==> src/include/cspst_pkg.sv <==
// Package for the port 0 statistics counter bank
package cspst_pkg;

  localparam int unsigned CNT_W  = 16;
  localparam int unsigned BYTE_W = 8;
  localparam int unsigned NUM_CNT = 4;
  localparam int unsigned ADDR_W = 12;

  // Printed offsets are not all multiples of four: they are register indexes
  localparam logic [7:0] IDX_FRAME_HIGH     = 8'h90;
  localparam logic [7:0] IDX_FRAME_LOW      = 8'h91;
  localparam logic [7:0] IDX_BAD_FRAME_HIGH = 8'h92;
  localparam logic [7:0] IDX_BAD_FRAME_LOW  = 8'h93;
  localparam logic [7:0] IDX_LINE_HIGH      = 8'h94;
  localparam logic [7:0] IDX_LINE_LOW       = 8'h95;
  localparam logic [7:0] IDX_BAD_LINE_HIGH  = 8'h96;
  localparam logic [7:0] IDX_BAD_LINE_LOW   = 8'h97;

  // Counter selectors in index order
  localparam logic [1:0] SEL_FRAME     = 2'h0;
  localparam logic [1:0] SEL_BAD_FRAME = 2'h1;
  localparam logic [1:0] SEL_LINE      = 2'h2;
  localparam logic [1:0] SEL_BAD_LINE  = 2'h3;

  localparam logic [CNT_W-1:0]  CNT_RESET  = 16'h0000;
  localparam logic [BYTE_W-1:0] BYTE_RESET = 8'h00;
  localparam logic [1:0] RESP_OKAY   = 2'h0;
  localparam logic [1:0] RESP_SLVERR = 2'h2;

  // Events reported by the port 0 transmitter, one-cycle pulses
  typedef struct packed {
    logic frame_done;
    logic frame_err;
    logic line_done;
    logic line_err;
  } cspst_evt_s;

  // Read-side decode handed to the counter cells
  typedef struct packed {
    logic       hit;
    logic       high;
    logic [1:0] sel;
  } cspst_dec_s;

endpackage

==> src/rtl/cspst_tally.sv <==
// One 16-bit event counter with read-to-clear high byte and low-byte snapshot
`timescale 1ns/1ns
module cspst_tally
  import cspst_pkg::*;
(
  input  wire logic              sys_clk,
  input  wire logic              rst_n,
  input  wire logic              incr,
  input  wire logic              take,
  output logic [BYTE_W-1:0]      high_byte,
  output logic [BYTE_W-1:0]      low_snap
);

  logic [CNT_W-1:0] tally;
  logic [CNT_W-1:0] next_tally;
  logic [CNT_W-1:0] bumped;

  // Saturate so a slow reader sees a full count, not a wrapped one
  assign bumped     = (&tally) ? tally : tally + 16'h0001;
  // A read clears the counter; an event in the same cycle is kept as one count
  assign next_tally = take ? (incr ? 16'h0001 : CNT_RESET)
                           : (incr ? bumped : tally);
  assign high_byte  = tally[CNT_W-1:BYTE_W];

  always_ff @(posedge sys_clk or negedge rst_n) begin
    if (!rst_n) begin
      tally    <= CNT_RESET;
      low_snap <= BYTE_RESET;
    end else begin
      tally <= next_tally;
      if (take) begin
        low_snap <= tally[BYTE_W-1:0];
      end
    end
  end
endmodule // cspst_tally

==> src/rtl/cspst_axil.sv <==
// AXI4-Lite slave front end: one read and one write at a time
`timescale 1ns/1ns
module cspst_axil
  import cspst_pkg::*;
(
  input  wire logic              sys_clk,
  input  wire logic              rst_n,
  input  wire logic [ADDR_W-1:0] s_axi_awaddr,
  input  wire logic              s_axi_awvalid,
  output logic                   s_axi_awready,
  input  wire logic              s_axi_wvalid,
  output logic                   s_axi_wready,
  output logic                   s_axi_bvalid,
  input  wire logic              s_axi_bready,
  output logic [1:0]             s_axi_bresp,
  input  wire logic              s_axi_arvalid,
  output logic                   s_axi_arready,
  output logic                   rd_take,
  input  wire logic [1:0]        rd_resp,
  output logic                   s_axi_rvalid,
  input  wire logic              s_axi_rready
);

  logic aw_got;
  logic w_got;
  logic next_aw_got;
  logic next_w_got;
  logic both_in;
  logic next_aw_hold;
  logic next_w_hold;
  logic next_bvalid;
  logic next_rvalid;

  // Write side: all registers are read-only, so every write gets SLVERR
  assign next_aw_got  = aw_got || (s_axi_awvalid && s_axi_awready);
  assign next_w_got   = w_got || (s_axi_wvalid && s_axi_wready);
  assign both_in      = next_aw_got && next_w_got && !s_axi_bvalid;
  assign next_aw_hold = both_in ? 1'b0 : next_aw_got;
  assign next_w_hold  = both_in ? 1'b0 : next_w_got;
  assign next_bvalid  = s_axi_bvalid ? !s_axi_bready : both_in;
  // Read side: address accepted only when no answer is pending
  assign rd_take      = s_axi_arvalid && s_axi_arready;
  assign next_rvalid  = rd_take || (s_axi_rvalid && !s_axi_rready);

  always_ff @(posedge sys_clk or negedge rst_n) begin
    if (!rst_n) begin
      aw_got        <= 1'b0;
      w_got         <= 1'b0;
      s_axi_bvalid  <= 1'b0;
      s_axi_bresp   <= RESP_OKAY;
      s_axi_rvalid  <= 1'b0;
      s_axi_awready <= 1'b1;
      s_axi_wready  <= 1'b1;
      s_axi_arready <= 1'b1;
    end else begin
      aw_got        <= next_aw_hold;
      w_got         <= next_w_hold;
      s_axi_bvalid  <= next_bvalid;
      s_axi_rvalid  <= next_rvalid;
      // Readies are flops fed from next state, so the pins never glitch
      s_axi_awready <= !next_aw_hold && !next_bvalid;
      s_axi_wready  <= !next_w_hold && !next_bvalid;
      s_axi_arready <= !next_rvalid;
      if (both_in) begin
        s_axi_bresp <= RESP_SLVERR;
      end
    end
  end
endmodule // cspst_axil

==> src/rtl/cspst_bank.sv <==
// Port 0 statistics counter bank behind an AXI4-Lite slave
//
// Functional notes
// - Frame high-byte read returns bits 15:8, snapshots low byte, clears counter.
// - Frame low-byte register returns the snapshot taken at the last high-byte read.
// - Bad-frame high-byte read returns bits 15:8, snapshots low byte, clears counter.
// - Bad-frame low-byte register returns the snapshot from its last high-byte read.
// - Line high-byte read returns bits 15:8, snapshots low byte, clears counter.
// - Line low-byte register returns the snapshot from its last high-byte read.
// - Bad-line high-byte read returns bits 15:8, snapshots low byte, clears counter.
`timescale 1ns/1ns
module cspst_bank
  import cspst_pkg::*;
(
  input  wire logic              sys_clk,
  input  wire logic              rst_n,
  input  wire cspst_evt_s        port0_evt,
  input  wire logic [ADDR_W-1:0] s_axi_awaddr,
  input  wire logic [2:0]        s_axi_awprot,
  input  wire logic              s_axi_awvalid,
  output logic                   s_axi_awready,
  input  wire logic [31:0]       s_axi_wdata,
  input  wire logic [3:0]        s_axi_wstrb,
  input  wire logic              s_axi_wvalid,
  output logic                   s_axi_wready,
  output logic [1:0]             s_axi_bresp,
  output logic                   s_axi_bvalid,
  input  wire logic              s_axi_bready,
  input  wire logic [ADDR_W-1:0] s_axi_araddr,
  input  wire logic [2:0]        s_axi_arprot,
  input  wire logic              s_axi_arvalid,
  output logic                   s_axi_arready,
  output logic [31:0]            s_axi_rdata,
  output logic [1:0]             s_axi_rresp,
  output logic                   s_axi_rvalid,
  input  wire logic              s_axi_rready
);

  ////////////////////////////////////////////////////////////////////////////
  // Bus front end

  logic       rd_take;
  cspst_dec_s rd_dec;
  logic [7:0] rd_idx;
  logic [7:0] rd_byte;
  logic       rd_ok;

  cspst_axil u_axil (
    .sys_clk       (sys_clk),
    .rst_n         (rst_n),
    .s_axi_awaddr  (s_axi_awaddr),
    .s_axi_awvalid (s_axi_awvalid),
    .s_axi_awready (s_axi_awready),
    .s_axi_wvalid  (s_axi_wvalid),
    .s_axi_wready  (s_axi_wready),
    .s_axi_bvalid  (s_axi_bvalid),
    .s_axi_bready  (s_axi_bready),
    .s_axi_bresp   (s_axi_bresp),
    .s_axi_arvalid (s_axi_arvalid),
    .s_axi_arready (s_axi_arready),
    .rd_take       (rd_take),
    .rd_resp       (s_axi_rresp),
    .s_axi_rvalid  (s_axi_rvalid),
    .s_axi_rready  (s_axi_rready)
  );

  // Byte address is four times the index; the low two bits are ignored
  assign rd_idx      = s_axi_araddr[9:2];
  assign rd_ok       = (s_axi_araddr[ADDR_W-1:10] == 2'h0)
                    && (rd_idx >= IDX_FRAME_HIGH) && (rd_idx <= IDX_BAD_LINE_LOW);
  assign rd_dec.hit  = rd_ok;
  assign rd_dec.high = !rd_idx[0];
  assign rd_dec.sel  = rd_idx[2:1];

  ////////////////////////////////////////////////////////////////////////////
  // Counter cells

  logic [NUM_CNT-1:0]        incr;
  logic [NUM_CNT-1:0]        take;
  logic [BYTE_W-1:0]         high_byte [NUM_CNT];
  logic [BYTE_W-1:0]         low_snap  [NUM_CNT];

  // Errored counts only move when the finished frame or line was bad
  assign incr[SEL_FRAME]     = port0_evt.frame_done;
  assign incr[SEL_BAD_FRAME] = port0_evt.frame_done && port0_evt.frame_err;
  assign incr[SEL_LINE]      = port0_evt.line_done;
  assign incr[SEL_BAD_LINE]  = port0_evt.line_done && port0_evt.line_err;

  genvar gi;
  generate
    for (gi = 0; gi < NUM_CNT; gi++) begin : g_cnt
      // Only a high-byte read snapshots and clears, so order matters to software
      assign take[gi] = rd_take && rd_dec.hit && rd_dec.high
                     && (rd_dec.sel == 2'(gi));
      cspst_tally u_tally (
        .sys_clk   (sys_clk),
        .rst_n     (rst_n),
        .incr      (incr[gi]),
        .take      (take[gi]),
        .high_byte (high_byte[gi]),
        .low_snap  (low_snap[gi])
      );
    end
  endgenerate

  ////////////////////////////////////////////////////////////////////////////
  // Read data path

  // High reads return live bits 15:8, low reads the snapshot
  assign rd_byte = rd_dec.high ? high_byte[rd_dec.sel]
                               : low_snap[rd_dec.sel];

  always_ff @(posedge sys_clk or negedge rst_n) begin
    if (!rst_n) begin
      s_axi_rdata <= 32'h0000_0000;
      s_axi_rresp <= RESP_OKAY;
    end else if (rd_take) begin
      s_axi_rdata <= rd_dec.hit ? {24'h00_0000, rd_byte} : 32'h0000_0000;
      s_axi_rresp <= rd_dec.hit ? RESP_OKAY : RESP_SLVERR;
    end
  end
endmodule // cspst_bank

==> config.mk <==
export PLATFORM = sky130hd
export DESIGN_NAME = cspst_bank
export DESIGN_NICKNAME = d
export VERILOG_FILES = /design/src/include/cspst_pkg.sv /design/src/rtl/cspst_tally.sv /design/src/rtl/cspst_axil.sv /design/src/rtl/cspst_bank.sv
export SDC_FILE = /design/constraint.sdc
export NUM_CORES = 1
export LEC_CHECK = 0
export BUFFER_PORTS_ARGS = -buffer_cell sky130_fd_sc_hd__buf_4
export CAP_MARGIN = 25
export CORE_MARGIN = 2
export CORE_UTILIZATION = 50
export CTS_CLUSTER_DIAMETER = 120
export DETAILED_ROUTE_END_ITERATION = 10
export PLACE_DENSITY = 0.79
export SYNTH_ARGS = -nofsm -noshare
export SYNTH_HDL_FRONTEND = slang
export SYNTH_SLANG_ARGS = --single-unit
==> constraint.sdc <==
create_clock -name sys_clk -period 2.1 [get_ports sys_clk]
set_clock_uncertainty 0.15 [all_clocks]
set_input_delay 0.21 -clock sys_clk [delete_from_list [all_inputs] [get_ports sys_clk]]
set_output_delay 0.21 -clock sys_clk [all_outputs]
set_load 0.05 [all_outputs]
# Yosys cells after proc, flatten, opt, wreduce, memory -nomap -nowiden
# Index checks and enable logic that the tools add are counted.
[classes] n_addsub=4 order_cmp=3 eq_ne=7 n_mux=28 bitwise=1 n_reduce_logical=43
[op_table] cell="16-bit 2-to-1 mux" count=12
[op_table] cell="16-bit by 1-bit adder with 16-bit output (second input constant)" count=4
[op_table] cell="16-bit AND reduction" count=4
[op_table] cell="8-bit 2-to-1 mux" count=6
[op_table] cell="8-bit binary-select mux with 2-bit select" count=2
[op_table] cell="1-bit logical AND" count=18
[op_table] cell="8-bit greater-or-equal comparator (second input constant)" count=1
[op_table] cell="8-bit less-or-equal comparator (second input constant)" count=1
[op_table] cell="1-bit logical NOT" count=8
[op_table] cell="2-bit by 1-bit != test with 1-bit output (second input constant)" count=4
[op_table] cell="2-bit AND reduction" count=4
[op_table] cell="2-bit nonzero test" count=4
[op_table] cell="1-bit 2-to-1 mux" count=7
[op_table] cell="2-bit equality test (second input constant)" count=2
[op_table] cell="2-bit logical NOT" count=2
[op_table] cell="3-bit greater-or-equal comparator (second input constant)" count=1
[op_table] cell="1-bit logical OR" count=3
[op_table] cell="2-bit NOT with 3-bit output" count=1
[op_table] cell="2-bit by 1-bit equality test with 1-bit output (second input constant)" count=1
[op_table] cell="2-bit 2-to-1 mux" count=1
[word_totals] regBits=138 in_bits=77 out_inout_bits=41 word_cells=104

# Longest topological paths before layout
[depth] ltp_word=8 ltp_mapped=6 mapped_depth_nobuf=6

# Hierarchy
# From an unflattened synthesis, not the netlist that was laid out.
[hier_totals] hier_cells=652 area_unflattened_um2=6716.4
[modules_own_cells] module="cspst_tally" instances=4 cells_each=126 area_each_um2=1315.0 seq_area_each_um2=600.6
[modules_own_cells] module="cspst_bank" instances=1 cells_each=123 area_each_um2=1152.4 seq_area_each_um2=225.2
[modules_own_cells] module="cspst_axil" instances=1 cells_each=25 area_each_um2=304.0 seq_area_each_um2=203.9

# Least setup slack after synthesis
# OpenSTA, ideal clock, no wires.
[synth_path] path_type="flip-flop to flip-flop" startpoint="register u_axil.s_axi_arready" endpoint="register g_cnt[2].u_tally.low_snap[5]" setup_ns=0.125 t_arrival_ns=1.929 required_time_ns=1.825 slack_ns=-0.104 path_stages_with_launch=6 n_path_buf=1 period_less_slack_ns=2.204 cell_sequence="dfstp_2 and2_1 nand3_4 nor4_4 buf_2 mux2_2"
[synth_via] elab_chain_cells=4
[synth_rtl] element="start, declared" line="cspst_axil.sv:17" rtl="output logic s_axi_arready,"
[synth_rtl] element="start signal, assigned" line="cspst_axil.sv:63" rtl="s_axi_arready <= !next_rvalid;"
[synth_rtl] element="1-bit logical AND" line="cspst_axil.sv:42" rtl="assign rd_take = s_axi_arvalid && s_axi_arready;"
[synth_rtl] element="1-bit logical AND (2 in series)" line="cspst_bank.sv:93" rtl="assign take[gi] = rd_take && rd_dec.hit && rd_dec.high"
[synth_rtl] element="1-bit logical AND" line="cspst_bank.sv:94" rtl="&& (rd_dec.sel == 2'(gi));"
[synth_rtl] element="end signal, assigned" line="cspst_tally.sv:32" rtl="low_snap <= tally[BYTE_W-1:0];"
[synth_rtl] element="end, declared" line="cspst_tally.sv:11" rtl="output logic [BYTE_W-1:0] low_snap"
# No other way between the ends.
# A chain may end at the register's enable or synchronous reset.

# Worst setup path after layout
[layout_path] startpoint="register u_axil.s_axi_arready" endpoint="register g_cnt[0].u_tally.low_snap[2]"
[layout_via] elab_chain_cells=4
[layout_rtl] element="1-bit logical AND" line="cspst_axil.sv:42"
[layout_rtl] element="1-bit logical AND (2 in series)" line="cspst_bank.sv:93"
[layout_rtl] element="1-bit logical AND" line="cspst_bank.sv:94"
[layout_rtl] element="end signal, assigned" line="cspst_tally.sv:32"
[layout_rtl] element="end, declared" line="cspst_tally.sv:11"
# No other way between the ends.

==> run summary <==
The share of the Yosys chip area taken by registers is 46.6%. Maximum level of the CTS H-tree: 4. The worst hold-check path type is input pin to flop.

The tools report the leftover overflow at the end of global routing as 0. Dividing the final minimum period by the clock period gives 96.5%. For the post-CTS setup buffer count, the log shows 0.

The tree built by TritonCTS fans out to 113 sinks. Area growth from synthesis to layout: 18.8%. The routed via count divided by cell count is 5.71, and the flip-flop count of the largest register after layout is 64.

Cells fill 60.4% of the core in the end. For the final routed database, the setup TNS stands at 0 ns. Setup repair after global routing left no endpoint under its margin. Once the floorplan was initialized, standard cells occupied 50.8% of the core. The count of flip-flops with a built-in enable after synthesis came out at 0. The tools report the root buffer cell as sky130_fd_sc_hd__clkbuf_16. STA classifies the critical path startpoint as a flop.

The run gives 0 as the number of hold violations in the final report. Power spread over the standard cell area amounts to 890 nW/um^2. 118 I/O pins were placed. By instance count, the cell type seen most on the critical path is sky130_fd_sc_hd__buf_4. Of the cells placed in the final design, the portion with a size suffix greater than 1 is 25.0%.

The synthesized design contains 113 register bits. After layout, the design draws a total of 6.43 mW. The worst path needs 2.03 ns of the cycle, external delays included. The first global-routing pass estimated 22,300 um of wire. The repair_antennas step left the layout with diodes totalling 0. The total number of nets in the final design was 709; the area of the mapped netlist was 6080 sq um. The register with the most flip-flops in the final layout is g_cnt.u_tally.tally.

The run gives 63.1% as the normalized max-slew margin. The total number of yosys warnings was 0. The number of global-route vias before repair came out at 4,466.

The cell type of the slowest stage on the worst timing path is sky130_fd_sc_hd__dfstp_2. The mean routed wirelength per cell is 17.1 um, and the arithmetic-cell share of the synthesized area counting full adders, half adders and majority gates is 0.823%. After detailed routing, the total wire length is 13,500 um.

After synthesis, the largest family of logic cells by area is simple AND/OR/NAND/NOR gates. Mean post-synth cell area: 10.8 sq um. For this run, the total global-route usage over all layers was measured as 22.2%. The most used flip-flop cell after synthesis is sky130_fd_sc_hd__dfrtp_1. After Yosys synthesis, XOR and XNOR cells account for 6.62% of the synthesized area. Entering global routing, the biggest net connects 43 pins.

From left edge to right edge, the die measures 114 um. Input and output buffers added on the ports amount to 35. The clock-pin slew on the worst setup and hold paths is 0.05 ns, and the number of clock buffers inserted by TritonCTS is 17.

The total instance count after detailed placement is 746. The cell class contributing the biggest share of worst-path delay was flip-flops. Mux share of post-synthesis cell area: 14.8%. Counting along the longest clock path gives a buffer depth of 2. Of all nets on the critical path, the largest fanout is 13. Static timing analysis puts the maximum clock frequency at 494 MHz. The count of buffer and inverter cells on the critical path was 2. The number of DRC markers after the initial detailed-route iteration came out at 278.

The first TritonRoute pass finished after 5 iterations. The largest registers in the layout are g_cnt.u_tally.tally: 64 flops, g_cnt.u_tally.low_snap: 32 flops, s_axi_rdata: 8 flops. The run finished with clean final reports.

After technology mapping, the gate count stands at 561. The finished layout holds 788 standard cells, fillers aside. The slew at the pin closest to its max-slew limit works out to 0.549 ns.

Kind of critical path: flop to flop. The critical path endpoint category was a flop. The count of endpoints failing setup in the final report was 0; the complex-gate fraction of the synthesized area was 5.47%. Summed over all cells, the static leakage comes to 3.24 nW. The floorplan step defined a core boundary enclosing 12,000 sq um.

The final routed DRC violation total was 0; the area of the die was 13,100 sq um. At the later pin of the worst-skew pair, clock insertion delay measures 0.43 ns. Traced cell by cell, the critical path runs through and2_4 > nand3_4 > buf_4 > nor4_2 > buf_4 > mux2_2. The number of unique standard cell types used by synthesis was 55; the share of flip-flops with an asynchronous set or reset after synthesis was 100%. TritonCTS built the clock tree. On the worst path, the slowest cell contributes a delay of 0.53 ns. The final count of pins violating max slew was 0.

The residual antenna-violating net count after detailed routing was 0. In this run the vertical extent of the chip is 114 um. The routability congestion estimate was 0.897; the signal arrival time at the worst endpoint was 2.18 ns.

The synthesized netlist devotes 20.4% of its cell area to simple gates. The tools report the required time at the worst-slack endpoint as 2.25 ns. VDD sags by at most 0.000759 V. The number of vias after detailed routing is 4,501.

The max-cap violation count is 0. In this run the core area contains 40 standard-cell rows. Summed over all nets, the half-perimeter wirelength after detailed placement is 9280 um. The run gives 0 as the initial antenna violation count.
Yosys cell counts (all sizes together), types with 16 or more instances:
cell	n	area, sq um
o21ai	27	143
xnor2	23	201
dfrtp	110	2750
nand2	37	139
nand3	24	138
mux4	16	360
nor3	21	115
nor2	75	282
buf	39	270
xor2	23	201
nor4	17	155
mux2	32	390
power by group:
part | total [mW] | switching, mW | leakage (nW) | internal, mW
combinational | 1.08 | 0.652 | 1.47 | 0.424
sequential | 2.76 | 0.313 | 1.51 | 2.45
clock | 2.59 | 0.959 | 0.265 | 1.63
area by class of cell:
cell class                      instances  area [sq um]
Clock buffer                           24           462
Tap cell                              147           184
Timing Repair Buffer                   69           593
Inverter                                6          22.5
Clock inverter                          8          65.1
Fill cell                             930          4740
Multi-Input combinational cell        421          3070
Sequential cell                       113          2830
cells by family after synthesis:
group | after synthesis
and+or+nand+nor | 229
DFF | 113
muxes | 63
AOI/OAI and AO/OA | 53
buffers and inverters | 52
xor gates and xnor gates | 46
adders and majority gates | 4
other | 1
routing by layer:
metal,global-route usage (%),vias up,wire length (um)
li1,-,2085,-
met1,27.5,2241,5790
met2,36.2,150,6660
met3,5.77,25,711
met4,10.8,0,317
met5,0,-,0
stage by stage:
step	cell area, sq um	hold slack (ns)	worst slack (ns)
4_1_cts	7190	0.00352	0.0228
6_report	7220	0.0103	0.0743
3_3_place_gp	6570	0.0707	0.131
3_5_place_dp	6570	0.0740	0.0448
5_1_grt	7220	0.0107	0.00555
2_1_floorplan	6190	-0.236	-0.0596
cell usage in the layout, fill, tap and decap left out, types with 5 or more instances in the layout:
master                          synthesis  routed
sky130_fd_sc_hd__dfrtp_1              110     110
sky130_fd_sc_hd__nor2_1                75      75
sky130_fd_sc_hd__buf_4                 30      55
sky130_fd_sc_hd__nand2_1               37      37
sky130_fd_sc_hd__conb_1                 1      26
sky130_fd_sc_hd__o21ai_0               25      25
sky130_fd_sc_hd__xor2_1                23      23
sky130_fd_sc_hd__xnor2_1               23      23
sky130_fd_sc_hd__nand3_1               22      22
sky130_fd_sc_hd__mux2_2                22      21
sky130_fd_sc_hd__nor3_1                19      19
sky130_fd_sc_hd__clkbuf_16              0      17
sky130_fd_sc_hd__mux4_2                16      16
sky130_fd_sc_hd__mux2i_1               15      15
sky130_fd_sc_hd__nand4_1               12      12
sky130_fd_sc_hd__a21oi_1               10      10
sky130_fd_sc_hd__mux2_4                 8      10
sky130_fd_sc_hd__nor4_1                12      10
sky130_fd_sc_hd__dlygate4sd3_1          0      10
sky130_fd_sc_hd__and3_1                 8       8
sky130_fd_sc_hd__clkinv_2               0       7
sky130_fd_sc_hd__inv_1                  6       6
sky130_fd_sc_hd__clkbuf_1               6       6
sky130_fd_sc_hd__o211ai_1               5       5
sky130_fd_sc_hd__nor4_2                 3       5
worst min-delay path: stages:
cell	delay, ns
sky130_fd_sc_hd__buf_4	0.08
sky130_fd_sc_hd__and2_4	0.15
sky130_fd_sc_hd__o21a_1	0.10
worst paths after layout:
check                      slack [ns]                                  endpoint                         startpoint  cells after the start
max                              0.07  g_cnt[0].u_tally.low_snap[2]$_DFFE_PN0N_     u_axil.s_axi_arready$_DFF_PN1_                      6
min                              0.01                s_axi_rresp[1]$_DFFE_PN0P_                      s_axi_arvalid                      3
max reg2reg                      0.07  g_cnt[0].u_tally.low_snap[2]$_DFFE_PN0N_     u_axil.s_axi_arready$_DFF_PN1_                      6
min reg2reg                      0.33         u_axil.s_axi_bresp[1]$_DFFE_PN0P_  u_axil.s_axi_bresp[1]$_DFFE_PN0P_                      1
max in group asynchronous        1.01            u_axil.s_axi_arready$_DFF_PN1_                              rst_n                      3
min in group asynchronous        0.16    g_cnt[3].u_tally.tally[10]$_DFFE_PN0P_                              rst_n                      2
timing repair:
| action | 4_1_cts | 5_1_grt |
|---|---|---|
| setup endpoints to repair | 0 | 9 |
| endpoints found under the hold margin | 47 | 0 |
| resized for setup | 0 | 6 |
| hold buffers | 10 | 0 |
Note: power is estimated with default switching activity, not from simulation.
